**config.mk**
```make
export PLATFORM = sky130hd
export DESIGN_NAME = quad_dac_i2c_write_decoder
export DESIGN_NICKNAME = d
export VERILOG_FILES = /design/src/dac_i2c_pkg.sv /design/src/bus_evt_if.sv /design/src/pin_front_end.sv /design/src/quad_dac_i2c_write_decoder.sv
export SDC_FILE = /design/constraint.sdc
export NUM_CORES = 1
export LEC_CHECK = 0
export BUFFER_PORTS_ARGS = -buffer_cell sky130_fd_sc_hd__buf_4
export CAP_MARGIN = 25
export CORE_ASPECT_RATIO = 0.5
export CORE_UTILIZATION = 34
export DETAILED_ROUTE_END_ITERATION = 10
export PLACE_DENSITY = 0.59
export SYNTH_ARGS = -nofsm -noshare
export SYNTH_HDL_FRONTEND = slang
export SYNTH_SLANG_ARGS = --single-unit
```
**constraint.sdc**
```tcl
create_clock -name clk -period 11.1 [get_ports clk]
set_clock_uncertainty 0.2 [all_clocks]
set_input_delay 1.11 -clock clk [delete_from_list [all_inputs] [get_ports clk]]
set_output_delay 1.11 -clock clk [all_outputs]
set_load 0.02 [all_outputs]
```
**src/dac_i2c_pkg.sv**
```systemverilog
package dac_i2c_pkg;
  // fixed upper address bits and the broadcast byte
  localparam logic [4:0] OWN_ADDR_TOP = 5'h13;
  localparam logic [7:0] BCAST_ADDR = 8'h90;
  // high-speed master code, upper five bits of the byte
  localparam logic [4:0] HS_CODE_TOP = 5'h01;
  localparam int CHANS = 4;
  localparam int WORD_W = 12;
  // control byte fields
  localparam int CTRL_MODE_HI = 5;
  localparam int CTRL_MODE_LO = 4;
  localparam int CTRL_SEL_HI = 2;
  localparam int CTRL_SEL_LO = 1;
  localparam int CTRL_PD = 0;
  // power-down code in the high byte, data bits in the low byte
  localparam int HI_PD_HI = 7;
  localparam int HI_PD_LO = 6;
  localparam int LO_D1 = 7;
  localparam int LO_D0 = 6;
  // load modes
  localparam logic [1:0] LOAD_TEMP = 2'h0;
  localparam logic [1:0] LOAD_SINGLE = 2'h1;
  localparam logic [1:0] LOAD_ALL = 2'h2;
  localparam logic [1:0] LOAD_BCAST = 2'h3;
  // reset values
  localparam logic [11:0] WORD_RST = 12'h000;
  localparam logic [7:0] BYTE_RST = 8'h00;
  // bits per byte, and clocks after reset before the strap is caught
  localparam logic [3:0] BYTE_BITS = 4'h8;
  localparam logic [1:0] STRAP_WAIT = 2'h3;

  // gray order along idle, addr, ctrl, hi, lo
  typedef enum logic [2:0] {
    PH_IDLE = 3'h0,
    PH_ADDR = 3'h1,
    PH_CTRL = 3'h3,
    PH_HI = 3'h2,
    PH_LO = 3'h6,
    PH_SKIP = 3'h7
  } phase_type;

  typedef struct packed {
    logic [3:0] meta;
    logic [3:0] sync;
    logic prev_scl;
    logic prev_sda;
  } front_state_type;

  typedef struct packed {
    phase_type phase;
    logic in_ack;
    logic ack_drive;
    logic [3:0] bit_cnt;
    logic [7:0] shift;
    logic [7:0] ctrl;
    logic [7:0] hi;
    logic [7:0] lo;
    logic hs_mode;
    logic addr_taken;
    logic [1:0] strap_cnt;
    logic [1:0] addr_bits;
    logic [CHANS-1:0][WORD_W-1:0] hold;
    logic [CHANS-1:0][WORD_W-1:0] outs;
  } core_state_type;
endpackage

```
**src/bus_evt_if.sv**
```systemverilog
`timescale 1ns/10ps
interface bus_evt_if;
  logic scl_rise; // sampled scl went high
  logic scl_fall; // sampled scl went low
  logic sda_lvl; // sampled data line level
  logic start_evt; // start or repeated start
  logic stop_evt; // stop condition
  logic addr_hi_lvl; // synchronised select pin
  logic addr_lo_lvl;
  modport front (output scl_rise, scl_fall, sda_lvl, start_evt, stop_evt, addr_hi_lvl, addr_lo_lvl);
  modport core (input scl_rise, scl_fall, sda_lvl, start_evt, stop_evt, addr_hi_lvl, addr_lo_lvl);
endinterface

```
**src/pin_front_end.sv**
```systemverilog
`timescale 1ns/10ps
module pin_front_end (
  input wire logic clk,
  input wire logic rst,
  input wire logic scl_pin,
  input wire logic sda_in,
  input wire logic addr_pin_hi,
  input wire logic addr_pin_lo,
  bus_evt_if.front ev
);
  dac_i2c_pkg::front_state_type r_r;
  dac_i2c_pkg::front_state_type r_nxt;

  // two flops per pin; the second stage, and a delayed copy of it for the bus lines, is looked at
  always_comb
  begin
    r_nxt = r_r;
    r_nxt.meta = {scl_pin, sda_in, addr_pin_hi, addr_pin_lo};
    r_nxt.sync = r_r.meta;
    r_nxt.prev_scl = r_r.sync[3];
    r_nxt.prev_sda = r_r.sync[2];
  end

  // idle bus reads high, so reset to ones to avoid a false start
  always_ff @(posedge clk or posedge rst)
  begin
    if (rst)
    begin
      r_r <= '{meta: 4'hf, sync: 4'hf, prev_scl: 1'b1, prev_sda: 1'b1};
    end
    else
    begin
      r_r <= r_nxt;
    end
  end

  // edges are one-cycle pulses; hs clock high phase spans several cycles
  assign ev.scl_rise = r_r.sync[3] & ~r_r.prev_scl;
  assign ev.scl_fall = ~r_r.sync[3] & r_r.prev_scl;
  assign ev.sda_lvl = r_r.sync[2];
  assign ev.start_evt = r_r.sync[3] & r_r.prev_scl & r_r.prev_sda & ~r_r.sync[2];
  assign ev.stop_evt = r_r.sync[3] & r_r.prev_scl & ~r_r.prev_sda & r_r.sync[2];
  assign ev.addr_hi_lvl = r_r.sync[1];
  assign ev.addr_lo_lvl = r_r.sync[0];
endmodule // pin_front_end

```
**src/quad_dac_i2c_write_decoder.sv**
```systemverilog
// Contract
// - never acknowledge hs code, enter hs mode
// - restart continues hs, stop returns to f/s
// - acknowledge every accepted byte on ninth clock
// - update on low-byte acknowledge falling edge
// - control byte persists for further updates
// - back-to-back high/low pairs accepted
// - after stop ignore until start plus match
// - own address 10011, select pins, direction
// - select pins caught once after power-up
// - broadcast 0x90 accepted, writes only
// - control byte field layout
// - mode 00 loads holding register only
// - mode 01 loads holding and output
// - mode 10 also loads others from holding
// - mode 11 select low: all from holding
// - mode 11 select high: all take word
// - flag set: high byte carries pd code
// - high byte bits 9:2, low 1:0
// - twelve-bit registers, pd code on top
// - power-on reset clears all storage
`timescale 1ns/10ps
module quad_dac_i2c_write_decoder (
  input wire logic clk,
  input wire logic rst,
  input wire logic scl_pin,
  input wire logic sda_in,
  output logic sda_out,
  output logic sda_oe_n,
  input wire logic addr_pin_hi,
  input wire logic addr_pin_lo,
  output logic hs_mode,
  output logic [3:0][11:0] output_words,
  output logic [3:0][11:0] holding_words
);
  dac_i2c_pkg::core_state_type r_r;
  dac_i2c_pkg::core_state_type r_nxt;
  // update strobe and the word it carries
  logic upd;
  logic [11:0] word;
  logic [1:0] load_mode;
  logic [1:0] chan_sel;
  logic [7:0] own_addr;

  bus_evt_if ev ();

  pin_front_end front (
    .clk(clk),
    .rst(rst),
    .scl_pin(scl_pin),
    .sda_in(sda_in),
    .addr_pin_hi(addr_pin_hi),
    .addr_pin_lo(addr_pin_lo),
    .ev(ev)
  );

  // control fields stay in force until a new control byte
  assign load_mode = {r_r.ctrl[dac_i2c_pkg::CTRL_MODE_HI], r_r.ctrl[dac_i2c_pkg::CTRL_MODE_LO]};
  assign chan_sel = {r_r.ctrl[dac_i2c_pkg::CTRL_SEL_HI], r_r.ctrl[dac_i2c_pkg::CTRL_SEL_LO]};
  assign own_addr = {dac_i2c_pkg::OWN_ADDR_TOP, r_r.addr_bits, 1'b0};

  // word built from the stored bytes: pd code on top, data below
  always_comb
  begin
    if (r_r.ctrl[dac_i2c_pkg::CTRL_PD])
    begin
      word = {r_r.hi[dac_i2c_pkg::HI_PD_HI], r_r.hi[dac_i2c_pkg::HI_PD_LO], 10'h000};
    end
    else
    begin
      word = {2'h0, r_r.hi, r_r.lo[dac_i2c_pkg::LO_D1], r_r.lo[dac_i2c_pkg::LO_D0]};
    end
  end

  // serial protocol and register update
  always_comb
  begin
    r_nxt = r_r;
    upd = 1'b0;
    // catch the select pins once, after the synchroniser has filled
    if (!r_r.addr_taken)
    begin
      if (r_r.strap_cnt == dac_i2c_pkg::STRAP_WAIT)
      begin
        r_nxt.addr_bits = {ev.addr_hi_lvl, ev.addr_lo_lvl};
        r_nxt.addr_taken = 1'b1;
      end
      else
      begin
        r_nxt.strap_cnt = r_r.strap_cnt + 2'h1;
      end
    end
    if (ev.stop_evt)
    begin
      // stop: release, go idle, back to f/s settings
      r_nxt.phase = dac_i2c_pkg::PH_IDLE;
      r_nxt.in_ack = 1'b0;
      r_nxt.ack_drive = 1'b0;
      r_nxt.bit_cnt = 4'h0;
      r_nxt.hs_mode = 1'b0;
    end
    else if (ev.start_evt)
    begin
      // start or repeated start: hs mode survives a restart
      r_nxt.phase = dac_i2c_pkg::PH_ADDR;
      r_nxt.in_ack = 1'b0;
      r_nxt.ack_drive = 1'b0;
      r_nxt.bit_cnt = 4'h0;
    end
    else if (ev.scl_rise && r_r.phase != dac_i2c_pkg::PH_IDLE && !r_r.in_ack && r_r.bit_cnt < dac_i2c_pkg::BYTE_BITS)
    begin
      // data is taken on the rising clock, msb first
      r_nxt.shift = {r_r.shift[6:0], ev.sda_lvl};
      r_nxt.bit_cnt = r_r.bit_cnt + 4'h1;
    end
    else if (ev.scl_fall && r_r.phase != dac_i2c_pkg::PH_IDLE)
    begin
      if (r_r.in_ack)
      begin
        // end of the ninth clock: release the line and move on
        r_nxt.in_ack = 1'b0;
        r_nxt.ack_drive = 1'b0;
        r_nxt.bit_cnt = 4'h0;
        // the phase only advances here, so the high byte's acknowledge
        // can never be taken for the one that follows the low byte
        case (r_r.phase)
          dac_i2c_pkg::PH_ADDR:
          begin
            // an address left unacknowledged sends the rest of the frame to skip
            if (r_r.ack_drive)
            begin
              r_nxt.phase = dac_i2c_pkg::PH_CTRL;
            end
            else
            begin
              r_nxt.phase = dac_i2c_pkg::PH_SKIP;
            end
          end
          dac_i2c_pkg::PH_CTRL:
          begin
            r_nxt.phase = dac_i2c_pkg::PH_HI;
          end
          dac_i2c_pkg::PH_HI:
          begin
            r_nxt.phase = dac_i2c_pkg::PH_LO;
          end
          dac_i2c_pkg::PH_LO:
          begin
            upd = 1'b1;
            r_nxt.phase = dac_i2c_pkg::PH_HI;
          end
          default:
          begin
            r_nxt.phase = r_r.phase;
          end
        endcase
      end
      else if (r_r.bit_cnt == dac_i2c_pkg::BYTE_BITS)
      begin
        // full byte seen: decide the acknowledge for the ninth clock
        r_nxt.in_ack = 1'b1;
        case (r_r.phase)
          dac_i2c_pkg::PH_ADDR:
          begin
            if (r_r.shift[7:3] == dac_i2c_pkg::HS_CODE_TOP)
            begin
              // master code: switch speed, never acknowledge
              r_nxt.hs_mode = 1'b1;
              r_nxt.ack_drive = 1'b0;
            end
            else if (r_r.shift == own_addr || r_r.shift == dac_i2c_pkg::BCAST_ADDR)
            begin
              // write to own address or broadcast; reads are not served
              r_nxt.ack_drive = 1'b1;
            end
            else
            begin
              r_nxt.ack_drive = 1'b0;
            end
          end
          dac_i2c_pkg::PH_CTRL:
          begin
            r_nxt.ctrl = r_r.shift;
            r_nxt.ack_drive = 1'b1;
          end
          dac_i2c_pkg::PH_HI:
          begin
            // high byte alone changes no channel
            r_nxt.hi = r_r.shift;
            r_nxt.ack_drive = 1'b1;
          end
          dac_i2c_pkg::PH_LO:
          begin
            r_nxt.lo = r_r.shift;
            r_nxt.ack_drive = 1'b1;
          end
          default:
          begin
            r_nxt.ack_drive = 1'b0;
          end
        endcase
      end
    end
    // apply the update as the low-byte acknowledge ends
    if (upd)
    begin
      for (int c = 0; c < dac_i2c_pkg::CHANS; c++)
      begin
        case (load_mode)
          dac_i2c_pkg::LOAD_TEMP:
          begin
            if (chan_sel == c[1:0])
            begin
              r_nxt.hold[c] = word;
            end
          end
          dac_i2c_pkg::LOAD_SINGLE:
          begin
            if (chan_sel == c[1:0])
            begin
              r_nxt.hold[c] = word;
              r_nxt.outs[c] = word;
            end
          end
          dac_i2c_pkg::LOAD_ALL:
          begin
            if (chan_sel == c[1:0])
            begin
              r_nxt.hold[c] = word;
              r_nxt.outs[c] = word;
            end
            else
            begin
              r_nxt.outs[c] = r_r.hold[c];
            end
          end
          default:
          begin
            // broadcast mode uses only the high select bit, not the channel number
            if (r_r.ctrl[dac_i2c_pkg::CTRL_SEL_HI])
            begin
              r_nxt.hold[c] = word;
              r_nxt.outs[c] = word;
            end
            else
            begin
              r_nxt.outs[c] = r_r.hold[c];
            end
          end
        endcase
      end
    end
  end

  // state register; all storage powers up at zero
  always_ff @(posedge clk or posedge rst)
  begin
    if (rst)
    begin
      r_r <= '{phase: dac_i2c_pkg::PH_IDLE, in_ack: 1'b0, ack_drive: 1'b0, bit_cnt: 4'h0,
               shift: dac_i2c_pkg::BYTE_RST, ctrl: dac_i2c_pkg::BYTE_RST, hi: dac_i2c_pkg::BYTE_RST,
               lo: dac_i2c_pkg::BYTE_RST, hs_mode: 1'b0, addr_taken: 1'b0, strap_cnt: 2'h0,
               addr_bits: 2'h0, hold: {4{dac_i2c_pkg::WORD_RST}},
               outs: {4{dac_i2c_pkg::WORD_RST}}};
    end
    else
    begin
      r_r <= r_nxt;
    end
  end

  // open drain: only ever pull low
  assign sda_out = 1'b0;
  assign sda_oe_n = ~r_r.ack_drive;
  assign hs_mode = r_r.hs_mode;
  assign output_words = r_r.outs;
  assign holding_words = r_r.hold;

  AST_HS_NO_ACK: assert property (@(posedge clk) disable iff (rst)
    $rose(r_r.hs_mode) |-> sda_oe_n [*2])
    else $error("master code was acknowledged");

  AST_STOP_FS: assert property (@(posedge clk) disable iff (rst)
    ev.stop_evt |=> (!r_r.hs_mode && sda_oe_n && r_r.phase == dac_i2c_pkg::PH_IDLE))
    else $error("stop did not return to idle f/s mode");

  AST_ACK_RELEASE: assert property (@(posedge clk) disable iff (rst)
    $rose(sda_oe_n) |-> $past(ev.scl_fall || ev.stop_evt || ev.start_evt))
    else $error("acknowledge released outside a clock fall");

  AST_UPD_MOMENT: assert property (@(posedge clk) disable iff (rst)
    (r_r.outs != $past(r_r.outs)) |-> $past(ev.scl_fall && r_r.in_ack && r_r.phase == dac_i2c_pkg::PH_LO))
    else $error("output changed away from the low-byte acknowledge");

  AST_MODE0_HOLD: assert property (@(posedge clk) disable iff (rst)
    (upd && load_mode == dac_i2c_pkg::LOAD_TEMP) |=> ($stable(r_r.outs) && r_r.hold[$past(chan_sel)] == $past(word)))
    else $error("mode 00 touched an output register");

  AST_MODE1_LOAD: assert property (@(posedge clk) disable iff (rst)
    (upd && load_mode == dac_i2c_pkg::LOAD_SINGLE) |=> (r_r.outs[$past(chan_sel)] == $past(word)))
    else $error("mode 01 did not load the output register");

  AST_STRAP_FROZEN: assert property (@(posedge clk) disable iff (rst)
    r_r.addr_taken |=> $stable(r_r.addr_bits))
    else $error("address bits changed after power-up");

  AST_FOREIGN_QUIET: assert property (@(posedge clk) disable iff (rst)
    (r_r.phase == dac_i2c_pkg::PH_SKIP || r_r.phase == dac_i2c_pkg::PH_IDLE) |-> sda_oe_n)
    else $error("data line driven while not addressed");

  // acknowledge, update moment, load modes, restart and address behaviour
  AST_ACK_STANDS: assert property (@(posedge clk) disable iff (rst)
    (!sda_oe_n && !ev.scl_fall && !ev.stop_evt && !ev.start_evt) |=> !sda_oe_n)
    else $error("acknowledge dropped inside the ninth clock");

  AST_HI_ACK_QUIET: assert property (@(posedge clk) disable iff (rst)
    (ev.scl_fall && r_r.in_ack && r_r.phase == dac_i2c_pkg::PH_HI) |=>
      ($stable(r_r.outs) && $stable(r_r.hold)))
    else $error("high byte acknowledge changed a channel");

  AST_MODE2_SYNC: assert property (@(posedge clk) disable iff (rst)
    (upd && load_mode == dac_i2c_pkg::LOAD_ALL) |=>
      (r_r.outs[$past(chan_sel)] == $past(word) && r_r.hold[$past(chan_sel)] == $past(word)))
    else $error("mode 10 did not load the selected channel");

  AST_BCAST_COPY: assert property (@(posedge clk) disable iff (rst)
    (upd && load_mode == dac_i2c_pkg::LOAD_BCAST && !r_r.ctrl[dac_i2c_pkg::CTRL_SEL_HI]) |=>
      (r_r.outs == $past(r_r.hold) && $stable(r_r.hold)))
    else $error("broadcast copy did not load outputs from holding");

  AST_BCAST_WORD: assert property (@(posedge clk) disable iff (rst)
    (upd && load_mode == dac_i2c_pkg::LOAD_BCAST && r_r.ctrl[dac_i2c_pkg::CTRL_SEL_HI]) |=>
      (r_r.outs == {4{$past(word)}} && r_r.hold == {4{$past(word)}}))
    else $error("broadcast word did not reach every channel");

  AST_HS_KEPT: assert property (@(posedge clk) disable iff (rst)
    (ev.start_evt && r_r.hs_mode) |=> r_r.hs_mode)
    else $error("repeated start left high-speed mode");

  AST_READ_REFUSED: assert property (@(posedge clk) disable iff (rst)
    (ev.scl_fall && !r_r.in_ack && r_r.phase == dac_i2c_pkg::PH_ADDR && r_r.bit_cnt == dac_i2c_pkg::BYTE_BITS &&
      r_r.shift[0]) |=> sda_oe_n)
    else $error("read address was acknowledged");

  AST_MATCH_ACK: assert property (@(posedge clk) disable iff (rst)
    (ev.scl_fall && !r_r.in_ack && r_r.phase == dac_i2c_pkg::PH_ADDR && r_r.bit_cnt == dac_i2c_pkg::BYTE_BITS &&
      (r_r.shift == {dac_i2c_pkg::OWN_ADDR_TOP, r_r.addr_bits, 1'b0} || r_r.shift == dac_i2c_pkg::BCAST_ADDR)) |=>
      !sda_oe_n)
    else $error("matching write address not acknowledged");

  AST_IDLE_DEAF: assert property (@(posedge clk) disable iff (rst)
    (r_r.phase == dac_i2c_pkg::PH_IDLE && !ev.start_evt) |=>
      (r_r.phase == dac_i2c_pkg::PH_IDLE && $stable(r_r.outs) && $stable(r_r.hold)))
    else $error("traffic after stop was not ignored");
endmodule // quad_dac_i2c_write_decoder

```
Word-level counts from Yosys, hierarchy flattened

Cells that the tools add are included.
W data, S select, Z words.

Add/sub/neg operators: 2
Order comparisons: 1
Eq/ne operators: 22
Mux-type cells: 53
Bitwise gates (word level): 19
Reduce and logical (&&, ||, !) cells: 37

Operator list:

| operator             | count |
|---|---|
| $mux W12             | 17 |
| $pmux W12 S3         | 4 |
| $reduce_and A7 Y1    | 4 |
| $mux W9              | 3 |
| $reduce_and A3 Y1    | 6 |
| $mux W1              | 17 |
| $not A1 Y1           | 12 |
| $reduce_bool A4 Y1   | 3 |
| $mux W5              | 2 |
| $ne A2 B2 Y1 const B | 5 |
| $pmux W3 S3          | 1 |
| $reduce_bool A3 Y1   | 3 |
| $eq A2 B2 Y1 const B | 4 |
| $eq A8 B8 Y1         | 1 |
| $eq A8 B8 Y1 const B | 1 |
| $mux W2              | 4 |
| $mux W4              | 2 |
| $reduce_and A2 Y1    | 4 |
| $reduce_bool A2 Y1   | 4 |
| $and A1 B1 Y1        | 7 |
| $eq A3 B2 Y1 const B | 2 |
| $mux W3              | 2 |
| $reduce_or A3 Y1     | 2 |
| $eq A5 B1 Y1 const B | 1 |
| other kinds (17)     | 23 |

Register bits: 153
Input port bits: 6
Output and inout port bits: 99
Word-level logic and storage cells: 158

Logic depth before layout (Yosys ltp)

Gate-level depths: netlist of the first run.

Depth in word-level cells: 11
Mapped depth: 7
Gate-level depth less buffers: 6

Modules after synthesis

A second synthesis of the first run with hierarchy kept.

Cell total of the unflattened synthesis: 962
Area, all modules: 8837.2 um^2

Modules (own cells, without submodules):

| module                     | times used | cells an instance | area an instance (um^2) | seq. area each (um^2) |
|---|---|---|---|---|
| quad_dac_i2c_write_decoder | 1          | 947               | 8538.2                  | 3353.2 |
| pin_front_end              | 1          | 15                | 299.0                   | 262.8 |

Worst setup path after synthesis of the first run

OpenSTA, ideal clock, no wires.

Path type: register to register
Start: register front.r_r[1] (netlist name)
End: register r_r[108] (netlist name)
Setup time: 0.128 ns
Arrival time: 1.624 ns
Required time: 10.772 ns
Path slack: 9.148 ns
Cell stages (with the launch flop): 7
Path buffers: 2
Clock period less this slack: 1.952 ns
Cells stage by stage: dfstp_2 > buf_4 > and3b_2 > buf_12 > nand2_4 > nor3b_2 > mux2_1

Cells in the longest elaborated chain, start to end: 7
Elaborated cells on any way between the ends: 16
Classes of those cells: 11 x bitwise; 5 x reduce/logical

RTL lines:

| item                              | RTL line                          | RTL |
|---|---|---|
| start, declared                   | pin_front_end.sv:11               | `dac_i2c_pkg::front_state_type r_r;` |
| start signal, assigned            | pin_front_end.sv:29               | `r_r <= '{meta: 4'hf, sync: 4'hf, prev_scl: 1'b1, prev_sda: 1'b1};` |
| start signal, assigned            | pin_front_end.sv:33               | `r_r <= r_nxt;` |
| $not A1 Y1                        | pin_front_end.sv:38               | `assign ev.scl_rise = r_r.sync[3] & ~r_r.prev_scl;` |
| $and A1 B1 Y1                     | pin_front_end.sv:38               |  |
| $logic_and A1 B1 Y1 (3 in series) | quad_dac_i2c_write_decoder.sv:110 | `else if (ev.scl_rise && r_r.phase != dac_i2c_pkg::PH_IDLE && !r_r.in_ack && r_r.bit_cnt < dac_i2c_pkg::BYTE_BI ...` |
| $not A1 Y1 (no line)              | -                                 |  |
| $reduce_and A7 Y1 (no line) (*)   | -                                 |  |
| end signal, assigned              | quad_dac_i2c_write_decoder.sv:260 | `r_r <= '{phase: dac_i2c_pkg::PH_IDLE, in_ack: 1'b0, ack_drive: 1'b0, bit_cnt: 4'h0,` |
| end signal, assigned              | quad_dac_i2c_write_decoder.sv:268 | `r_r <= r_nxt;` |
| end, declared                     | quad_dac_i2c_write_decoder.sv:36  | `dac_i2c_pkg::core_state_type r_r;` |

Every way passes the cells marked *; elsewhere a longest branch is shown, timed or not.
A chain may end at the register's enable or synchronous reset.

Final worst setup path of the first run

Start: register r_r[118] (netlist name)
End: register r_r (netlist bit output_words[2])

Cells in the longest elaborated chain, start to end: 3
Elaborated cells on any way between the ends: 5
Classes of those cells: 5 x mux

RTL lines:

| item                               | RTL line                          | RTL |
|---|---|---|
| $mux W12 (*)                       | quad_dac_i2c_write_decoder.sv:65  | `if (r_r.ctrl[dac_i2c_pkg::CTRL_PD])` |
| $mux W12, on equally long branches | -                                 |  |
| $pmux W12 S3 (*)                   | quad_dac_i2c_write_decoder.sv:209 | `case (load_mode)` |

Every way passes the cells marked *; elsewhere a longest branch is shown, timed or not. The select of a mux whose other input is x is not followed.

==> metrics.txt, run 1 <==
run status complete, no violations; Max-Cap Viols 0; number of setup buffers added after CTS 0; number of register bits inferred by synthesis between 100 and 150; average routed wire per standard cell about 22 um; buffer levels on the longest clock path 2; root buffer selected by CTS sky130_fd_sc_hd__clkbuf_16; power per unit of standard cell area around 140 nW/um2; Clock transition at path regs approximately 60 ps; Cell Rows 39; maximum number of pins on one net before global-route repair 78; growth of design area from synthesis to finish 8.93%; share of synthesized area occupied by flip-flops and latches between 40 and 50%; Die Footprint approximately 25,000 um2; final wirelength 24,800 um; shortest clock period the worst path allows after layout 2690 ps; number of gates resized after CTS 0; maximum single-stage delay on the critical path approximately 940 ps; final setup violating endpoints 0; placement-stage cell area between 8000 and 9000 um2; CP cell instances nand2b_1 -> o21ai_0 -> a21oi_1 -> o31ai_2; data arrival time of the critical path 2820 ps; WS Path Type reg2reg; via-per-instance ratio around 5.5; Synth area leader sky130_fd_sc_hd__dfrtp_1; area of combinational cells with multiple inputs around 3600 um2; unrepaired setup endpoints after global routing false; number of library cell types mapped by synthesis 62; number of H-tree branching levels 4; share of synthesized registers carrying an async set or reset 100%; number of enable flip-flop cells after synthesis 0; global-route total usage across every layer approximately a fifth; first-iteration detailed-routing DRC count about 560; Synth warnings 0; final count of hold timing violations 0; io pins approximately 110; startpoint types flip-flop; total power consumption of the routed design 1.22 mW; final critical-path share of the clock period between 20 and 25%; Final GP Congestion between 0.9 and 1; clock tree from TritonCTS yes; post-synthesis instance area 8250 um2; most common cell in the synthesized netlist sky130_fd_sc_hd__dfrtp_1; overflow left after global routing 0; dominant register cell in the synthesized netlist sky130_fd_sc_hd__dfrtp_1; antenna diode count 0; required time of the worst setup path 11,240 ps; number of nets in the final layout just over 800; count of input and output buffers about 100; synthesized net count between 800 and 900; hold_buf cts 0; Detail Route Antenna Nets 0; number of clock sinks 144; Crit-path slowest cell sky130_fd_sc_hd__o21ai_0; Filler Cells Inserted 2,289; highest clock frequency the design can meet ~370 MHz; share of Yosys cell area claimed by the top area cell type roughly 41%; vertical die dimension 112 um; Sequential Area around 3600 um2; leakage component of the power 4.07 nW; wire length of the first global-routing pass between 30,000 and 40,000 um; post-route standard cell area excluding fillers between 8000 and 9000 um2; effective utilization at floorplan ~35%; clock latency on the worst-skew pair around 420 ps; tightest slew margin relative to the limit ~25%; Synth top cells by count sky130_fd_sc_hd__dfrtp_1 (134), sky130_fd_sc_hd__buf_4 (107), sky130_fd_sc_hd__nand2_1 (105); worst hold slack ~160 ps; peak ir drop on the vdd network between 0.00009 and 0.0001 V; dominant cells by area after synthesis sky130_fd_sc_hd__dfrtp_1 (41%), sky130_fd_sc_hd__buf_4 (9.7%), sky130_fd_sc_hd__mux2_2 (6.3%), sky130_fd_sc_hd__a21oi_1 (6.0%), sky130_fd_sc_hd__o31ai_2 (5.2%); Crit. End Element flip-flop; Critical Path Fanout Max 25; routed vias roughly 6,200; Core Util, Final 38.5%; total CTS buffers 17; Final Max Slew Viols 0; worst slew pin tran 1110 ps; hold crit path type reg2reg; die width about 220 um; share of layout cells above drive strength 1 between 30% and 40%; Sum Neg Setup Slack 0 ps; number of antenna violations at the first check in global routing 0; number of optimization iterations in the first detailed-route pass 5; hpwl dp ~16,000 um; number of global-route vias before repair 6,002; count of mapped cells out of synthesis between 800 and 900; average instance area after synthesis ~10 um2; Floorplan Core Area between 20,000 and 25,000 um2; Remaining DRCs 0
[worst max-delay path, delay by kind of cell (launching register included)]
kind | cells | cell delay (ps)
AOI/OAI and AO/OA | 3 | 1350
DFF | 1 | 620
and+or+nand+nor | 1 | 420
[registers in the layout, indices dropped and copies added, names as in the netlist, 2 cells and up]
signal         count
holding_words     48
output_words      48
r_r               31
front.r_nxt        5
chan_sel           2
front.r_r          2
load_mode          2
own_addr           2
[power breakdown]
group          internal (mW)  switching [mW]
Sequential             0.548          0.0361
Clock                  0.318           0.246
Combinational         0.0316          0.0365
[cell usage in the layout, fill, tap and decap left out, types with 12 or more instances in the layout]
master                      netlist  layout
sky130_fd_sc_hd__nand2b_1        12      12
sky130_fd_sc_hd__nand2_1        105     105
sky130_fd_sc_hd__nor2b_1         13      13
sky130_fd_sc_hd__dfrtp_1        134     134
sky130_fd_sc_hd__o21ai_0         68      68
sky130_fd_sc_hd__clkbuf_16        0      17
sky130_fd_sc_hd__o31ai_1         14      14
sky130_fd_sc_hd__o21ai_1         23      23
sky130_fd_sc_hd__a21oi_1         99      99
sky130_fd_sc_hd__a21o_1          12      12
sky130_fd_sc_hd__o31ai_2         34      34
sky130_fd_sc_hd__buf_4          107     107
sky130_fd_sc_hd__mux2_2          46      46
sky130_fd_sc_hd__mux2_1          16      16
[final cells by class]
| class | count | area share, % |
|---|---|---|
| inverters | 12 | 0.557 |
| clock buffers | 19 | 4.93 |
| flip-flops and latches | 144 | 40.2 |
| repair buffers | 107 | 8.94 |
| clock inverters | 13 | 1.41 |
| well taps | 307 | 4.27 |
| multi-input cells | 521 | 39.7 |
[worst paths after layout]
path	start	to	slack, ps	cells past startpoint
setup / recovery	r_r[118]	output_words[2]	8410	4
hold / removal	front.r_nxt[4]	front.ev.sda_lvl	160	0
setup reg to reg	r_r[118]	output_words[2]	8410	4
hold reg to reg	front.r_nxt[4]	front.ev.sda_lvl	160	0
max in group asynchronous	rst	holding_words[41]	8750	3
min in group asynchronous	rst	r_r[98]	600	2
[stage by stage]
step                instances  setup slack [ps]
floorplan                 823              5940
global placement         1091              8210
detailed placement       1091              8200
CTS                      1123              8590
global route             1123              8410
finish                   1123              8410
[metal layers]
| metal | track usage, % | wire length, um | up-vias |
|---|---|---|---|
| met5 | 0 | 0 | - |
| met4 | 10.6 | 1100 | 0 |
| met3 | 4.84 | 2150 | 74 |
| met2 | 30.0 | 11000 | 294 |
| met1 | 27.2 | 10500 | 3081 |
| li1 | - | - | 2760 |
[kinds of logic (layout without fill, tap and decap cells)]
group,count (synthesis),in the layout,share of synthesized area (%)
xor+xnor,4,4,0.425
buf+inv,158,151,13.0
other cells,1,1,0.0454
flops,144,144,43.8
fa+ha+maj,7,7,1.06
compound gates,266,266,21.8
mux,63,63,8.58
simple gates,180,180,11.3
Power figures use the tool's default switching activity.
==> inputs of run 2 (changes only) <==
--- a/config.mk
+++ b/config.mk
@@ -10,7 +10,7 @@
 export CORE_ASPECT_RATIO = 0.5
 export CORE_UTILIZATION = 34
 export DETAILED_ROUTE_END_ITERATION = 10
-export PLACE_DENSITY = 0.59
+export PLACE_DENSITY = 0.6
 export SYNTH_ARGS = -nofsm -noshare
 export SYNTH_HDL_FRONTEND = slang
 export SYNTH_SLANG_ARGS = --single-unit
==> constraint.sdc (replaced) <==
create_clock -name clk -period 2.35 [get_ports clk]
set_clock_uncertainty 0.2 [all_clocks]
set_input_delay 0.235 -clock clk [delete_from_list [all_inputs] [get_ports clk]]
set_output_delay 0.235 -clock clk [all_outputs]
set_load 0.02 [all_outputs]
==> run 2 against run 1 <==
  * Worst setup slack lost 8300 ps
  * Fmax grew 20%
  * Design area grew 6.4%
  * Critical path type unchanged
  * Sequential power grew to 4.7 times the previous value
  * Worst hold slack lost 41 ps
==> metrics.txt, run 2 (same netlist as run 1, synthesis figures left out) <==
io pins 105 (unchanged); WS Path Type reg2reg; Die Footprint 24,900 um2 (unchanged); number of global-route vias before repair 6,028 (+0.43%); combinational group share of total power 5.4% (-0.2 points); buffer levels on the longest clock path 2 (unchanged); cell-internal power 4.66 mW (+420%); growth of design area from synthesis to finish 15.9%; Detail Route Antenna Nets 0 (unchanged); power per unit of standard cell area 640 nW/um2 (+370%); number of nets in the final layout 870 (+6.6%); required time of the worst setup path 2480 ps (-8760 ps); buffer and inverter count on the worst path 0 (unchanged); final setup violating endpoints 0 (unchanged); worst slew pin tran 798 ps (-310 ps); Max-Cap Viols 0 (unchanged); antenna diode count 0 (unchanged); run status complete, no violations; average routed wire per standard cell 20.6 um (-6.7%); routed vias 6,171 (-0.61%); final count of hold timing violations 0 (unchanged); total power consumption of the routed design 6.12 mW (+400%); shortest clock period the worst path allows after layout 2240 ps (-444 ps); number of antenna violations at the first check in global routing 1 (+1); most frequent cells in the layout sky130_fd_sc_hd__buf_4 (150), sky130_fd_sc_hd__dfrtp_1 (134), sky130_fd_sc_hd__nand2_1 (105); peak ir drop on the vdd network 0.000353 V (+250%); hold crit path type in2async; number of H-tree branching levels 4 (unchanged); Clock transition at path regs 60 ps (about the same); routed length on met2 11,000 um (+0.13%); global-route total usage across every layer 19.9% (-0.23 points); Worst R2R End output_words[5]; Critical Path Fanout Max 23 (-8.0%); number of setup buffers added after CTS 0 (unchanged); hpwl dp 16,900 um (+4.3%); crit path to output_words[5]; clock tree from TritonCTS yes; Cell Rows 39 (unchanged); switching share of power 23.8% (-2.4 points); metal3 WL 1730 um (-19%); die width 222 um (unchanged); count of cells along the worst register-to-register path 4 (unchanged); share of layout cells above drive strength 1 34.7% (+3.8 points); leading cell type in the layout, fill and taps excluded sky130_fd_sc_hd__buf_4; first-iteration detailed-routing DRC count 536 (-4.8%); number of optimization iterations in the first detailed-route pass 5 (unchanged); data arrival time of the critical path 2380 ps (-440 ps); startpoint of the worst setup timing path r_r[118]; tightest slew margin relative to the limit 46.4% (+21 points); CP cell instances nor2b_1 -> a21o_1 -> a21oi_1 -> o31ai_1; final critical-path share of the clock period 95.5% (+71 points); startpoint types flip-flop; total CTS buffers 17 (unchanged); number of clock sinks 144 (unchanged); via-per-instance ratio 5.24 (-5.2%); Sum Neg Setup Slack 0 ps (unchanged); maximum number of pins on one net before global-route repair 76 (-2.6%); unrepaired setup endpoints after global routing false; Remaining DRCs 0 (unchanged); Crit-path slowest cell sky130_fd_sc_hd__dfrtp_1; Final GP Congestion 0.899 (-3.0%); total net switching power 1.46 mW (+360%); root buffer selected by CTS sky130_fd_sc_hd__clkbuf_16; Final Max Slew Viols 0 (unchanged); Top Family by Delay on Critical Path compound AO/OA/AOI/OAI gates; leakage component of the power 4.37 nW (+7.6%); final wirelength 24,200 um (-2.3%); number of cells on the critical path 4 (unchanged); highest layer used for signal routing met4; worst setup slack for register-to-register paths 110 ps (-8310 ps); Floorplan Core Area 23,300 um2 (unchanged); wire length of the first global-routing pass 36,900 um (-1.9%); met1 layer wirelength in the final routing 10,800 um (+2.8%); count of input and output buffers 103 (unchanged); vertical die dimension 112 um (unchanged); Crit. End Element flip-flop; reg2reg start r_r[118]; overflow left after global routing 0 (unchanged); share of power burned in registers 45.0% (-3.0 points); effective utilization at floorplan 35.4% (unchanged); highest clock frequency the design can meet 446 MHz (+20%); maximum single-stage delay on the critical path 620 ps (-320 ps); clock latency on the worst-skew pair 430 ps (about the same); part of the total power dissipated in the clock network 49.6% (+3.2 points)
[run 2: cell types whose count changed in the layout (fill, tap and decap cells not counted)]
| cell | before | now |
|---|---|---|
| sky130_fd_sc_hd__buf_12 | 0 | 6 |
| sky130_fd_sc_hd__buf_4 | 107 | 150 |
| sky130_fd_sc_hd__bufinv_16 | 1 | 5 |
| sky130_fd_sc_hd__clkinv_2 | 1 | 2 |
| sky130_fd_sc_hd__clkinv_4 | 2 | 3 |
| sky130_fd_sc_hd__clkinvlp_4 | 4 | 3 |
| sky130_fd_sc_hd__dlygate4sd3_1 | 0 | 5 |
| sky130_fd_sc_hd__ha_1 | 7 | 6 |
| sky130_fd_sc_hd__ha_2 | 0 | 1 |
| sky130_fd_sc_hd__inv_6 | 6 | 1 |
[run 2: cell type report]
class                      count  area [um2]
clock buffer                  19         443
fill                        2219       13800
multi-input combinational    521        3570
clock inverter                13         210
sequential                   144        3620
inverter                      12        48.8
timing repair buffer         161        1300
tap                          307         384
[run 2: worst min-delay path by stage]
stage,slack (ps),to,start
after floorplan,40,front.r_nxt[2],addr_pin_lo
after detailed placement,8,r_r[98],rst
final,110,r_r[98],rst
after global routing,140,r_r[98],rst
after global placement,7,r_r[98],rst
after CTS,100,r_r[98],rst
[run 2: stage by stage]
step,worst slack [ps],hold WS (ps),area [um2],std cells,util [%]
3_5_place_dp,122,8.34,8860,1140,38.0
5_1_grt,48.1,136,9570,1177,41.0
3_3_place_gp,193,6.68,8860,1140,38.0
2_1_floorplan,118,39.5,8260,823,-
4_1_cts,128,98.5,9560,1177,41.0
6_report,106,114,9570,1177,41.0
[run 2: repair_timing]
item	4_1_cts	5_1_grt
endpoints found under the setup margin	0	6
gates resized for setup	0	1
hold buffers	5	0
endpoints found under the hold margin	142	0
[run 2: layer usage]
metal / up-vias / track usage [%]
met5: - / 0
li1: 2874 / -
met4: 0 / 7.13
met2: 218 / 30.0
met1: 3037 / 27.1
met3: 42 / 5.89
[run 2: worst register-to-register path: stages, from the launching register on]
cell	delay (ps)
sky130_fd_sc_hd__dfrtp_1	620
sky130_fd_sc_hd__nor2b_1	600
sky130_fd_sc_hd__a21o_1	450
sky130_fd_sc_hd__a21oi_1	80
sky130_fd_sc_hd__o31ai_1	200
[run 2: power by group through the flow]
stage	Combinational (mW)	Sequential, mW	Clock (mW)
3_3_place_gp	0.318	2.79	0
5_1_grt	0.381	2.77	3.20
3_5_place_dp	0.332	2.79	0
6_report	0.331	2.75	3.04
2_1_floorplan	0.304	2.71	0
4_1_cts	0.340	2.75	3.08
